File: src/pcid_pkg.sv
/*
 * Constants for the eight-pin change detector: register offsets, field
 * positions, reset values and bus encodings.
 * Assumes an AHB-Lite register bus with 32-bit data and a 100 MHz clock.
 */
// What this block does
// master enable clear: edges still detected and flagged, no CHANGE_IRQ_O request; the edge status bit still drives IRQ_O
// each of eight pins has rising detector gated by its rise enable bit
// each pin has falling detector gated by its fall enable bit
// both enables set: either polarity on that pin is detected and flagged
// enabled edge sets pin flag; CHANGE_IRQ_O raised only with master enable set, the IRQ_O edge status bit whatever it says
// summary flag is read-only OR of all eight pin flags
// software writes zero to clear; edge in same cycle keeps flag set
// software clears only bits already seen set, using masking writes
// in sleep, enabled edge wakes device when master enable set
// flags updated in sleep before first instruction after wake
// rise enable register: eight RW bits, reset zero, zero disables
// fall enable register: eight RW bits, reset zero, zero disables
// flag register: eight RW bits, reset zero, set by hardware on enabled edge
// pins synchronised and compared to previous sample, one pulse per edge
package pcid_pkg;

    // ****************************************************************
    // register map (byte addresses)
    // ****************************************************************
    localparam logic [7:0] RISE_EN_OFF   = 8'h00;
    localparam logic [7:0] FALL_EN_OFF   = 8'h04;
    localparam logic [7:0] FLAGS_OFF     = 8'h08;
    localparam logic [7:0] CORE_CTL_OFF  = 8'h0C;
    localparam logic [7:0] IRQ_STAT_OFF  = 8'h10;
    localparam logic [7:0] IRQ_MASK_OFF  = 8'h14;

    // ****************************************************************
    // fields and reset values
    // ****************************************************************
    localparam int          NUM_PINS       = 8;
    localparam int          MASTER_EN_BIT  = 3;  // in core_irq_control
    localparam int          SUMMARY_BIT    = 0;  // in core_irq_control
    localparam int          SLEEP_BIT      = 1;  // in core_irq_control
    localparam int          EV_EDGE_BIT    = 0;  // in irq status/mask
    localparam int          EV_WAKE_BIT    = 1;
    localparam int          NUM_EVENTS     = 2;
    localparam logic [7:0]  PIN_RESET      = 8'h00;
    localparam logic [31:0] RDATA_RESET    = 32'h0000_0000;

    // ****************************************************************
    // AHB-Lite encodings
    // ****************************************************************
    localparam logic [1:0] HTRANS_NONSEQ = 2'h2;
    localparam logic [1:0] HTRANS_SEQ    = 2'h3;

endpackage : pcid_pkg

File: src/pcid_if.sv
/*
 * Interface between the register slave and the edge detector.
 * Assumes both sides share CLK_I.
 */
`timescale 1ns/1ps
interface pcid_if;
    logic [7:0] rise_en;
    logic [7:0] fall_en;
    logic [7:0] flags;
    logic [7:0] flag_wr_data;
    logic       flag_wr;
    logic       any_edge;

    modport regs (output rise_en, output fall_en, output flag_wr_data, output flag_wr,
                  input flags, input any_edge);
    modport det  (input rise_en, input fall_en, input flag_wr_data, input flag_wr,
                  output flags, output any_edge);
endinterface : pcid_if

File: src/pcid_edge.sv
/*
 * Per-pin edge detectors and sticky change flags.
 * Assumes pins are synchronous to CLK_I; a two-stage sync still guards them.
 */
`timescale 1ns/1ps
module pcid_edge (
    input  wire logic   clk_i,
    input  wire logic   rst_n_i,
    input  wire logic [7:0] pins_i,
    pcid_if.det         bus
);

    logic [7:0] sync1_reg;
    logic [7:0] sync2_reg;
    logic [7:0] prev_reg;
    logic [7:0] flags_reg;
    logic [7:0] flags_next;
    wire  [7:0] rise_hit;
    wire  [7:0] fall_hit;
    wire  [7:0] edge_hit;

    // ****************************************************************
    // sampling
    // ****************************************************************
    // sync1 feeds only sync2, prev holds the earlier settled sample
    always_ff @(posedge clk_i or negedge rst_n_i) begin
        if (!rst_n_i) begin
            sync1_reg <= pcid_pkg::PIN_RESET;
            sync2_reg <= pcid_pkg::PIN_RESET;
            prev_reg  <= pcid_pkg::PIN_RESET;
        end else begin
            sync1_reg <= pins_i;
            sync2_reg <= sync1_reg;
            prev_reg  <= sync2_reg;
        end
    end

    // edge pulses, one cycle per edge
    assign rise_hit = sync2_reg & ~prev_reg & bus.rise_en;
    assign fall_hit = ~sync2_reg & prev_reg & bus.fall_en;
    assign edge_hit = rise_hit | fall_hit;

    // set beats write so a racing edge is never lost
    assign flags_next = (bus.flag_wr ? bus.flag_wr_data : flags_reg) | edge_hit;

    always_ff @(posedge clk_i or negedge rst_n_i) begin
        if (!rst_n_i) begin
            flags_reg <= pcid_pkg::PIN_RESET;
        end else begin
            flags_reg <= flags_next;
        end
    end

    assign bus.flags    = flags_reg;
    assign bus.any_edge = |edge_hit;

endmodule : pcid_edge

File: src/pcid_top.sv
/*
 * Pin change interrupt detector: AHB-Lite register slave, master enable,
 * summary flag, sleep wake and a masked interrupt line.
 * Assumes a single AHB-Lite master, word transfers, CLK_I at 100 MHz.
 */
`timescale 1ns/1ps
module pcid_top (
    input  wire logic        CLK_I,
    input  wire logic        RST_N_I,
    input  wire logic [7:0]  PINS_I,
    input  wire logic        SLEEP_I,
    input  wire logic        HSEL_I,
    input  wire logic [31:0] HADDR_I,
    input  wire logic [1:0]  HTRANS_I,
    input  wire logic        HWRITE_I,
    input  wire logic [2:0]  HSIZE_I,
    input  wire logic [31:0] HWDATA_I,
    input  wire logic        HREADY_I,
    output logic      [31:0] HRDATA_O,
    output logic             HREADYOUT_O,
    output logic             HRESP_O,
    output logic             CHANGE_IRQ_O,
    output logic             WAKE_O,
    output logic             IRQ_O
);

    pcid_if link ();

    logic [7:0]  rise_reg;
    logic [7:0]  fall_reg;
    logic        master_en_reg;
    logic [1:0]  stat_reg;
    logic [1:0]  mask_reg;
    logic        wr_pend_reg;
    logic [7:0]  wr_addr_reg;
    logic [31:0] rdata_reg;
    logic [1:0]  stat_next;
    wire         addr_phase;
    wire         summary;
    wire         wake_ev;
    wire         wr_flags;
    wire         wr_core;
    wire         wr_stat;
    wire         wr_mask;
    wire  [31:0] rd_mux;
    wire  [1:0]  events;

    // ****************************************************************
    // detector
    // ****************************************************************
    pcid_edge u_edge (
        .clk_i   (CLK_I),
        .rst_n_i (RST_N_I),
        .pins_i  (PINS_I),
        .bus     (link.det)
    );

    assign link.rise_en      = rise_reg;
    assign link.fall_en      = fall_reg;
    assign link.flag_wr      = wr_flags;
    assign link.flag_wr_data = HWDATA_I[7:0];

    // summary and request; flags run whatever the master enable says
    assign summary      = |link.flags;
    assign CHANGE_IRQ_O = summary & master_en_reg;
    // wake is combinational so flags already hold the edge when core resumes
    assign wake_ev      = SLEEP_I & master_en_reg & link.any_edge;
    assign WAKE_O       = SLEEP_I & CHANGE_IRQ_O;

    // ****************************************************************
    // AHB-Lite slave, zero wait states
    // ****************************************************************
    assign addr_phase = HSEL_I & HREADY_I & HTRANS_I[1];
    assign wr_flags   = wr_pend_reg & (wr_addr_reg == pcid_pkg::FLAGS_OFF);
    assign wr_core    = wr_pend_reg & (wr_addr_reg == pcid_pkg::CORE_CTL_OFF);
    assign wr_stat    = wr_pend_reg & (wr_addr_reg == pcid_pkg::IRQ_STAT_OFF);
    assign wr_mask    = wr_pend_reg & (wr_addr_reg == pcid_pkg::IRQ_MASK_OFF);
    assign HREADYOUT_O = 1'b1;
    assign HRESP_O     = 1'b0;

    // read decode; unmapped addresses read zero
    assign rd_mux =
        (HADDR_I[7:0] == pcid_pkg::RISE_EN_OFF)  ? {24'h000000, rise_reg} :
        (HADDR_I[7:0] == pcid_pkg::FALL_EN_OFF)  ? {24'h000000, fall_reg} :
        (HADDR_I[7:0] == pcid_pkg::FLAGS_OFF)    ? {24'h000000, link.flags} :
        (HADDR_I[7:0] == pcid_pkg::CORE_CTL_OFF) ?
            {28'h0000000, master_en_reg, 1'b0, SLEEP_I, summary} :
        (HADDR_I[7:0] == pcid_pkg::IRQ_STAT_OFF) ? {30'h0, stat_reg} :
        (HADDR_I[7:0] == pcid_pkg::IRQ_MASK_OFF) ? {30'h0, mask_reg} :
        pcid_pkg::RDATA_RESET;

    // address phase capture
    always_ff @(posedge CLK_I or negedge RST_N_I) begin
        if (!RST_N_I) begin
            wr_pend_reg <= 1'b0;
            wr_addr_reg <= 8'h00;
            rdata_reg   <= pcid_pkg::RDATA_RESET;
        end else begin
            wr_pend_reg <= addr_phase & HWRITE_I;
            if (addr_phase) begin
                wr_addr_reg <= HADDR_I[7:0];
            end
            if (addr_phase && !HWRITE_I) begin
                rdata_reg <= rd_mux;
            end
        end
    end
    assign HRDATA_O = rdata_reg;

    // enable registers, reset to zero on every reset
    always_ff @(posedge CLK_I or negedge RST_N_I) begin
        if (!RST_N_I) begin
            rise_reg      <= pcid_pkg::PIN_RESET;
            fall_reg      <= pcid_pkg::PIN_RESET;
            master_en_reg <= 1'b0;
            mask_reg      <= 2'h0;                  // no unknown mask reaching the irq line
        end else begin
            if (wr_pend_reg && wr_addr_reg == pcid_pkg::RISE_EN_OFF) begin
                rise_reg <= HWDATA_I[7:0];
            end
            if (wr_pend_reg && wr_addr_reg == pcid_pkg::FALL_EN_OFF) begin
                fall_reg <= HWDATA_I[7:0];
            end
            if (wr_core) begin
                master_en_reg <= HWDATA_I[pcid_pkg::MASTER_EN_BIT];
            end
            if (wr_mask) begin
                mask_reg <= HWDATA_I[1:0];
            end
        end
    end

    // ****************************************************************
    // interrupt status: write one to clear, set wins
    // ****************************************************************
    assign events = {wake_ev, link.any_edge};
    always_comb begin
        stat_next = stat_reg;
        if (wr_stat) begin
            stat_next = stat_reg & ~HWDATA_I[1:0];
        end
        stat_next = stat_next | events;
    end

    always_ff @(posedge CLK_I or negedge RST_N_I) begin
        if (!RST_N_I) begin
            stat_reg <= 2'h0;
        end else begin
            stat_reg <= stat_next;
        end
    end

    // level request while any unmasked status bit stands
    assign IRQ_O = |(stat_reg & mask_reg);

endmodule : pcid_top

File: config.mk
export PLATFORM = sky130hd
export DESIGN_NAME = pcid_top
export DESIGN_NICKNAME = d
export VERILOG_FILES = /design/src/pcid_pkg.sv /design/src/pcid_if.sv /design/src/pcid_edge.sv /design/src/pcid_top.sv
export SDC_FILE = /design/constraint.sdc
export NUM_CORES = 1
export LEC_CHECK = 0
export ABC_AREA = 1
export BUFFER_PORTS_ARGS = -buffer_cell sky130_fd_sc_hd__buf_2
export CAP_MARGIN = 0
export CORE_MARGIN = 8
export CORE_UTILIZATION = 30
export DETAILED_ROUTE_END_ITERATION = 6
export GPL_TIMING_DRIVEN = 0
export PLACE_DENSITY = 0.59
export RECOVER_POWER = 25
export SLEW_MARGIN = 20
export SYNTH_ARGS = -nofsm -noshare
export SYNTH_HDL_FRONTEND = slang
export SYNTH_HIERARCHICAL = 1
export SYNTH_SLANG_ARGS = --single-unit
File: constraint.sdc
create_clock -name CLK_I -period 2.7 [get_ports CLK_I]
set_input_delay 0.135 -clock CLK_I [delete_from_list [all_inputs] [get_ports CLK_I]]
set_output_delay 0.135 -clock CLK_I [all_outputs]
set_load 0.01 [all_outputs]
# Word-level counts from Yosys, hierarchy flattened

Cells that the tools add are included.

Reduce and logical (&&, ||, !) cells: 9
Multiply operators: 0
Shift operators: 0
$lt $le $gt $ge: 0
Eq/ne operators: 10
Div/mod/pow operators: 0
Multiplexer cells: 8
Bitwise logic cells: 23
Add/sub/neg operators: 0

Operator list:

| operator                                            | number |
|---|---|
| AND 8 bit                                           | 4 |
| equality test 8 x 4 -> 1 bit, second input constant | 4 |
| equality test 8 x 5 -> 1 bit, second input constant | 4 |
| 2-to-1 mux 8 bit                                    | 4 |
| equality test 8 x 3 -> 1 bit, second input constant | 2 |
| zero test 8 bit                                     | 2 |
| inverter 8 bit                                      | 2 |
| OR 8 bit                                            | 2 |
| OR reduction 8 bit                                  | 2 |
| AND 1 bit                                           | 11 |
| 2-to-1 mux 2 bit                                    | 3 |
| AND 2 bit                                           | 2 |
| 2-to-1 mux 4 bit                                    | 1 |
| logical AND 1 bit                                   | 3 |
| inverter 2 bit                                      | 1 |
| OR 2 bit                                            | 1 |
| OR reduction 2 bit                                  | 1 |
| zero test 1 bit                                     | 1 |

Latch bits: 0
Output and inout bits: 37
RAM bits: 0
Input bits: 83
Logic and storage cells: 62
Memory bits (read-only): 0
Flip-flop bits (word level): 94
Memories: 0

# Logic depth before layout (Yosys ltp)

Depth in word-level cells: 7
Mapped depth: 9

# Modules after synthesis

Netlist, hierarchy kept.

By module, submodules not included:

| module    | times used | area an instance (µm²) | sequential area each (µm²) | cells each |
|---|---|---|---|---|
| pcid_top  | 1          | 2163.3                 | 950.9                      | 264 |
| pcid_edge | 1          | 1197.4                 | 800.8                      | 120 |

# Worst setup path before layout

Ideal clock, no wire load.

Kind: flip-flop to flip-flop
Start: register wr_addr_reg[5]
End: register u_edge.flags_reg[6] (netlist: u_edge/bus.flags[6])
Stages on the path, launching flop included: 7
Path buffers: 2
Slack: 1.218 ns
Data arrival time: 1.355 ns
Clock period less this slack: 1.482 ns
Data required time: 2.573 ns
Setup time: 0.127 ns
Path through: dfrtp_1 -> nor4_4 -> nand2_1 -> nor3_1 -> buf_6 -> buf_6 -> o211ai_2

Cells in the longest elaborated chain, start to end: 4

Ends and longest elaborated chain:

| what                         | line            | source |
|---|---|---|
| start, declared              | pcid_top.sv:35  | `logic [7:0] wr_addr_reg;` |
| start signal, assigned       | pcid_top.sv:101 | `wr_addr_reg <= HADDR_I[7:0];` |
| equality test 8 x 4 -> 1 bit | pcid_top.sv:74  | `assign wr_flags = wr_pend_reg & (wr_addr_reg == pcid_pkg::FLAGS_OFF);` |
| AND 1 bit                    | pcid_top.sv:74  |  |
| via link.flag_wr             | pcid_if.sv:11   | `logic flag_wr;` |
| 2-to-1 mux 8 bit             | pcid_edge.sv:44 | `assign flags_next = (bus.flag_wr ? bus.flag_wr_data : flags_reg) \| edge_hit;` |
| OR 8 bit                     | pcid_edge.sv:44 |  |
| via u_edge.flags_next[6]     | pcid_edge.sv:17 | `logic [7:0] flags_next;` |
| end signal, assigned         | pcid_edge.sv:48 | `flags_reg <= pcid_pkg::PIN_RESET;` |
| end signal, assigned         | pcid_edge.sv:50 | `flags_reg <= flags_next;` |
| end, declared                | pcid_edge.sv:16 | `logic [7:0] flags_reg;` |

The timed path passes the listed nets, and every way through them passes these cells.
A chain may end at the register's enable or synchronous reset.

==> impl_metrics.toml <==
[power_and_ir_drop]
power_uw = 2400
p_clk_frac = 0.331
power_frac_comb = 0.150
ir_worst_vdd_mv = 0.245
intPower_uw = 1720
powerDensity_nw_per_um2 = 580
p_switching_uw = 673
switching_share = 0.281
p_leak_uw = 0.00218
seqPwrFrac = 0.518

[worst_setup_path]
critPathLaunchType = "primary input"
rrSetupSlack_ns = 0.96
path_class = "in -> async"
crit_arrival_ns = 1.97
cp_max_fo = 33
critPathRequiredTime_ns = 2.81
crit_buf_inv = 2
cp_slowest_cell = "clkbuf_1"
crit_chain = "dlygate4sd3_1 > clkbuf_1"
cp_top_family = "buffers and inverters"
max_stage_delay_ns = 1.30
end_kind = "asynchronous set/reset pin"

[clock_tree]
path_clk_slew_ns = 0.07
cts_root_buffer = "clkbuf_8"
clkSinkCount = 70
insertion_delay_ns = 0.34
htree_levels = 3
postCtsSetupBuffers = 0
clockBufferDepth = 2
cts-buffers-inserted = 9
cts_tree = "done"

[detailed_routing]
drtIter0Drc = 134
first_pass_iters = 4
vias = 2615
drc = 0
ant_nets = 0
wl_met3_um = 599
top_layer_used = "met4"
wl_met1_um = 3610
met2_length_um = 3590
routedWlPerCell_um = 12.9
vias_per_cell = 4.25
wl_um = 7950

[final_layout]
areaGrowthSynthToFinish_pct = 22.8
fill_cells = 1104
insertedDiodeCount = 0
nets = 553
fin_util = 0.379
final_layout_size_suffix_gt1_frac = 0.267
layout_common_cells = "nand2_1 (94), dfrtp_1 (70), inv_1 (52)"
final_common_cell = "nand2_1"
stdcell_count = 615

[sta]
slew_violations = 33
hold_viol_final = 0
fin_crit_ns = 1.86
fin_setup_tns_ns = 0
max_slew_margin = -0.209
tightest_slew_ns = 1.81
timing.hold.ws_ns = 0.0344
setup_viol = 0
max_freq_mhz = 537
rsz0062_at_grt = "false"
fin_worst_skew_ns = 0.00576
fin_crit_sh = 0.690

[floorplan]
rows = 38
die_area_um2 = 14800
io_pins = 120
fp.dieW_um = 122
coreArea_um2 = 10900
start_util = 0.309
die_y_um = 122

[synthesis]
synthAdderAreaFrac = 0
ys_seq_area_frac = 0.521
ys_ff_latch = 70
synth_top_family_by_area = "simple AND/OR/NAND/NOR gates"
synthSimpleGateAreaFrac = 0.231
synth_cell_types = 26
synth_xor_area_frac = 0
ys.warnings.count = 6
syn_inst = 384
synthMuxAreaShare = 0
synth-compound-area-share = 0.108
avgSynthCellArea_um2 = 8.75
netlist_area_um2 = 3360

[grt]
grt.total_usage = 0.114
grt_pass1_wl_um = 13200
grt_overflow = 0
grt_max_degree = 39
grt_pass1_vias = 2675
antenna_found_initial = 0

[run_status]
status = "complete, but fails checks"
violations = "capacitance limit, slew limit"

[placed_design]
portBuffers = 41
hpwl_um = 5820
dp_cells = 590
globalplace.congestion = 0.807

[flow_run]
cap_violations = 1

[hold_path]
min_path_type = "in -> reg"
[cell type report]
type	instances	area [um2]	area share
inverters	55	206	0.0500
clock inverters	3	17.5	0.00424
clock buffers	13	169	0.0409
repair buffers	51	314	0.0761
flip-flops and latches	70	1750	0.424
plain buffers	33	256	0.0622
well taps	140	175	0.0424
multi-input cells	250	1240	0.300
[per-stage QoR]
stage	instance area, um2	worst slack (ns)
6_report	4130	0.838
4_1_cts	4130	0.959
2_1_floorplan	3450	1.22
3_5_place_dp	3850	0.998
5_1_grt	4130	0.474
3_3_place_gp	3830	1.02
[cell usage after synthesis (all sizes together)]
cell type	count	share of area
o211ai	8	0.022
nand3	27	0.042
nand2	103	0.12
a31oi	5	0.0093
conb	2	0.0022
a21oi	6	0.0089
or2	1	0.0019
o31ai	1	0.0022
inv	55	0.061
dfrtp	70	0.52
nor4	1	0.0063
nor2	35	0.046
nor3	6	0.013
a22o	1	0.0026
o21ai	30	0.063
buf	32	0.075
clkbuf	1	0.0011
[path summary, 6_finish.rpt]
kind,from,endpoint,cells after the start
min in group asynchronous,RST_N_I,u_edge/sync1_reg[2],2
setup reg to reg,wr_addr_reg[5],u_edge/bus.flags[3],7
hold / removal,HWRITE_I,wr_pend_reg,3
hold reg to reg,u_edge/sync1_reg[4],u_edge/sync2_reg[4],0
setup / recovery,RST_N_I,link.rise_en[1],2
max in group CLK_I,wr_addr_reg[5],u_edge/bus.flags[3],7
[power by group through the flow]
stage / Clock (uW) / Sequential, uW / Combinational [uW]
after floorplan: 0 / 1250 / 239
after global placement: 0 / 1260 / 344
after detailed placement: 0 / 1260 / 355
after CTS: 824 / 1240 / 367
after global routing: 859 / 1260 / 414
final: 794 / 1240 / 360
[worst min-delay path, stage by stage]
cell	delay [ns]
buf_2	0.12
inv_1	0.05
nor2_1	0.03
[metal layers]
metal,GRT usage,vias to the layer above
met2,0.179,70
met3,0.0278,11
li1,-,1322
met5,0,-
met4,0.0509,0
met1,0.144,1212
[what timing repair did]
action | CTS | global route
endpoints found under the hold margin | 40 | 0
gates resized for setup | 0 | 0
hold buffers | 9 | 0
[cell families after synthesis]
kind of cell	after synthesis
AO/OA/AOI/OAI	51
buffers and inverters	88
flip-flops	70
other	2
AND/OR/NAND/NOR	173
Power figures use the tool's default switching activity.
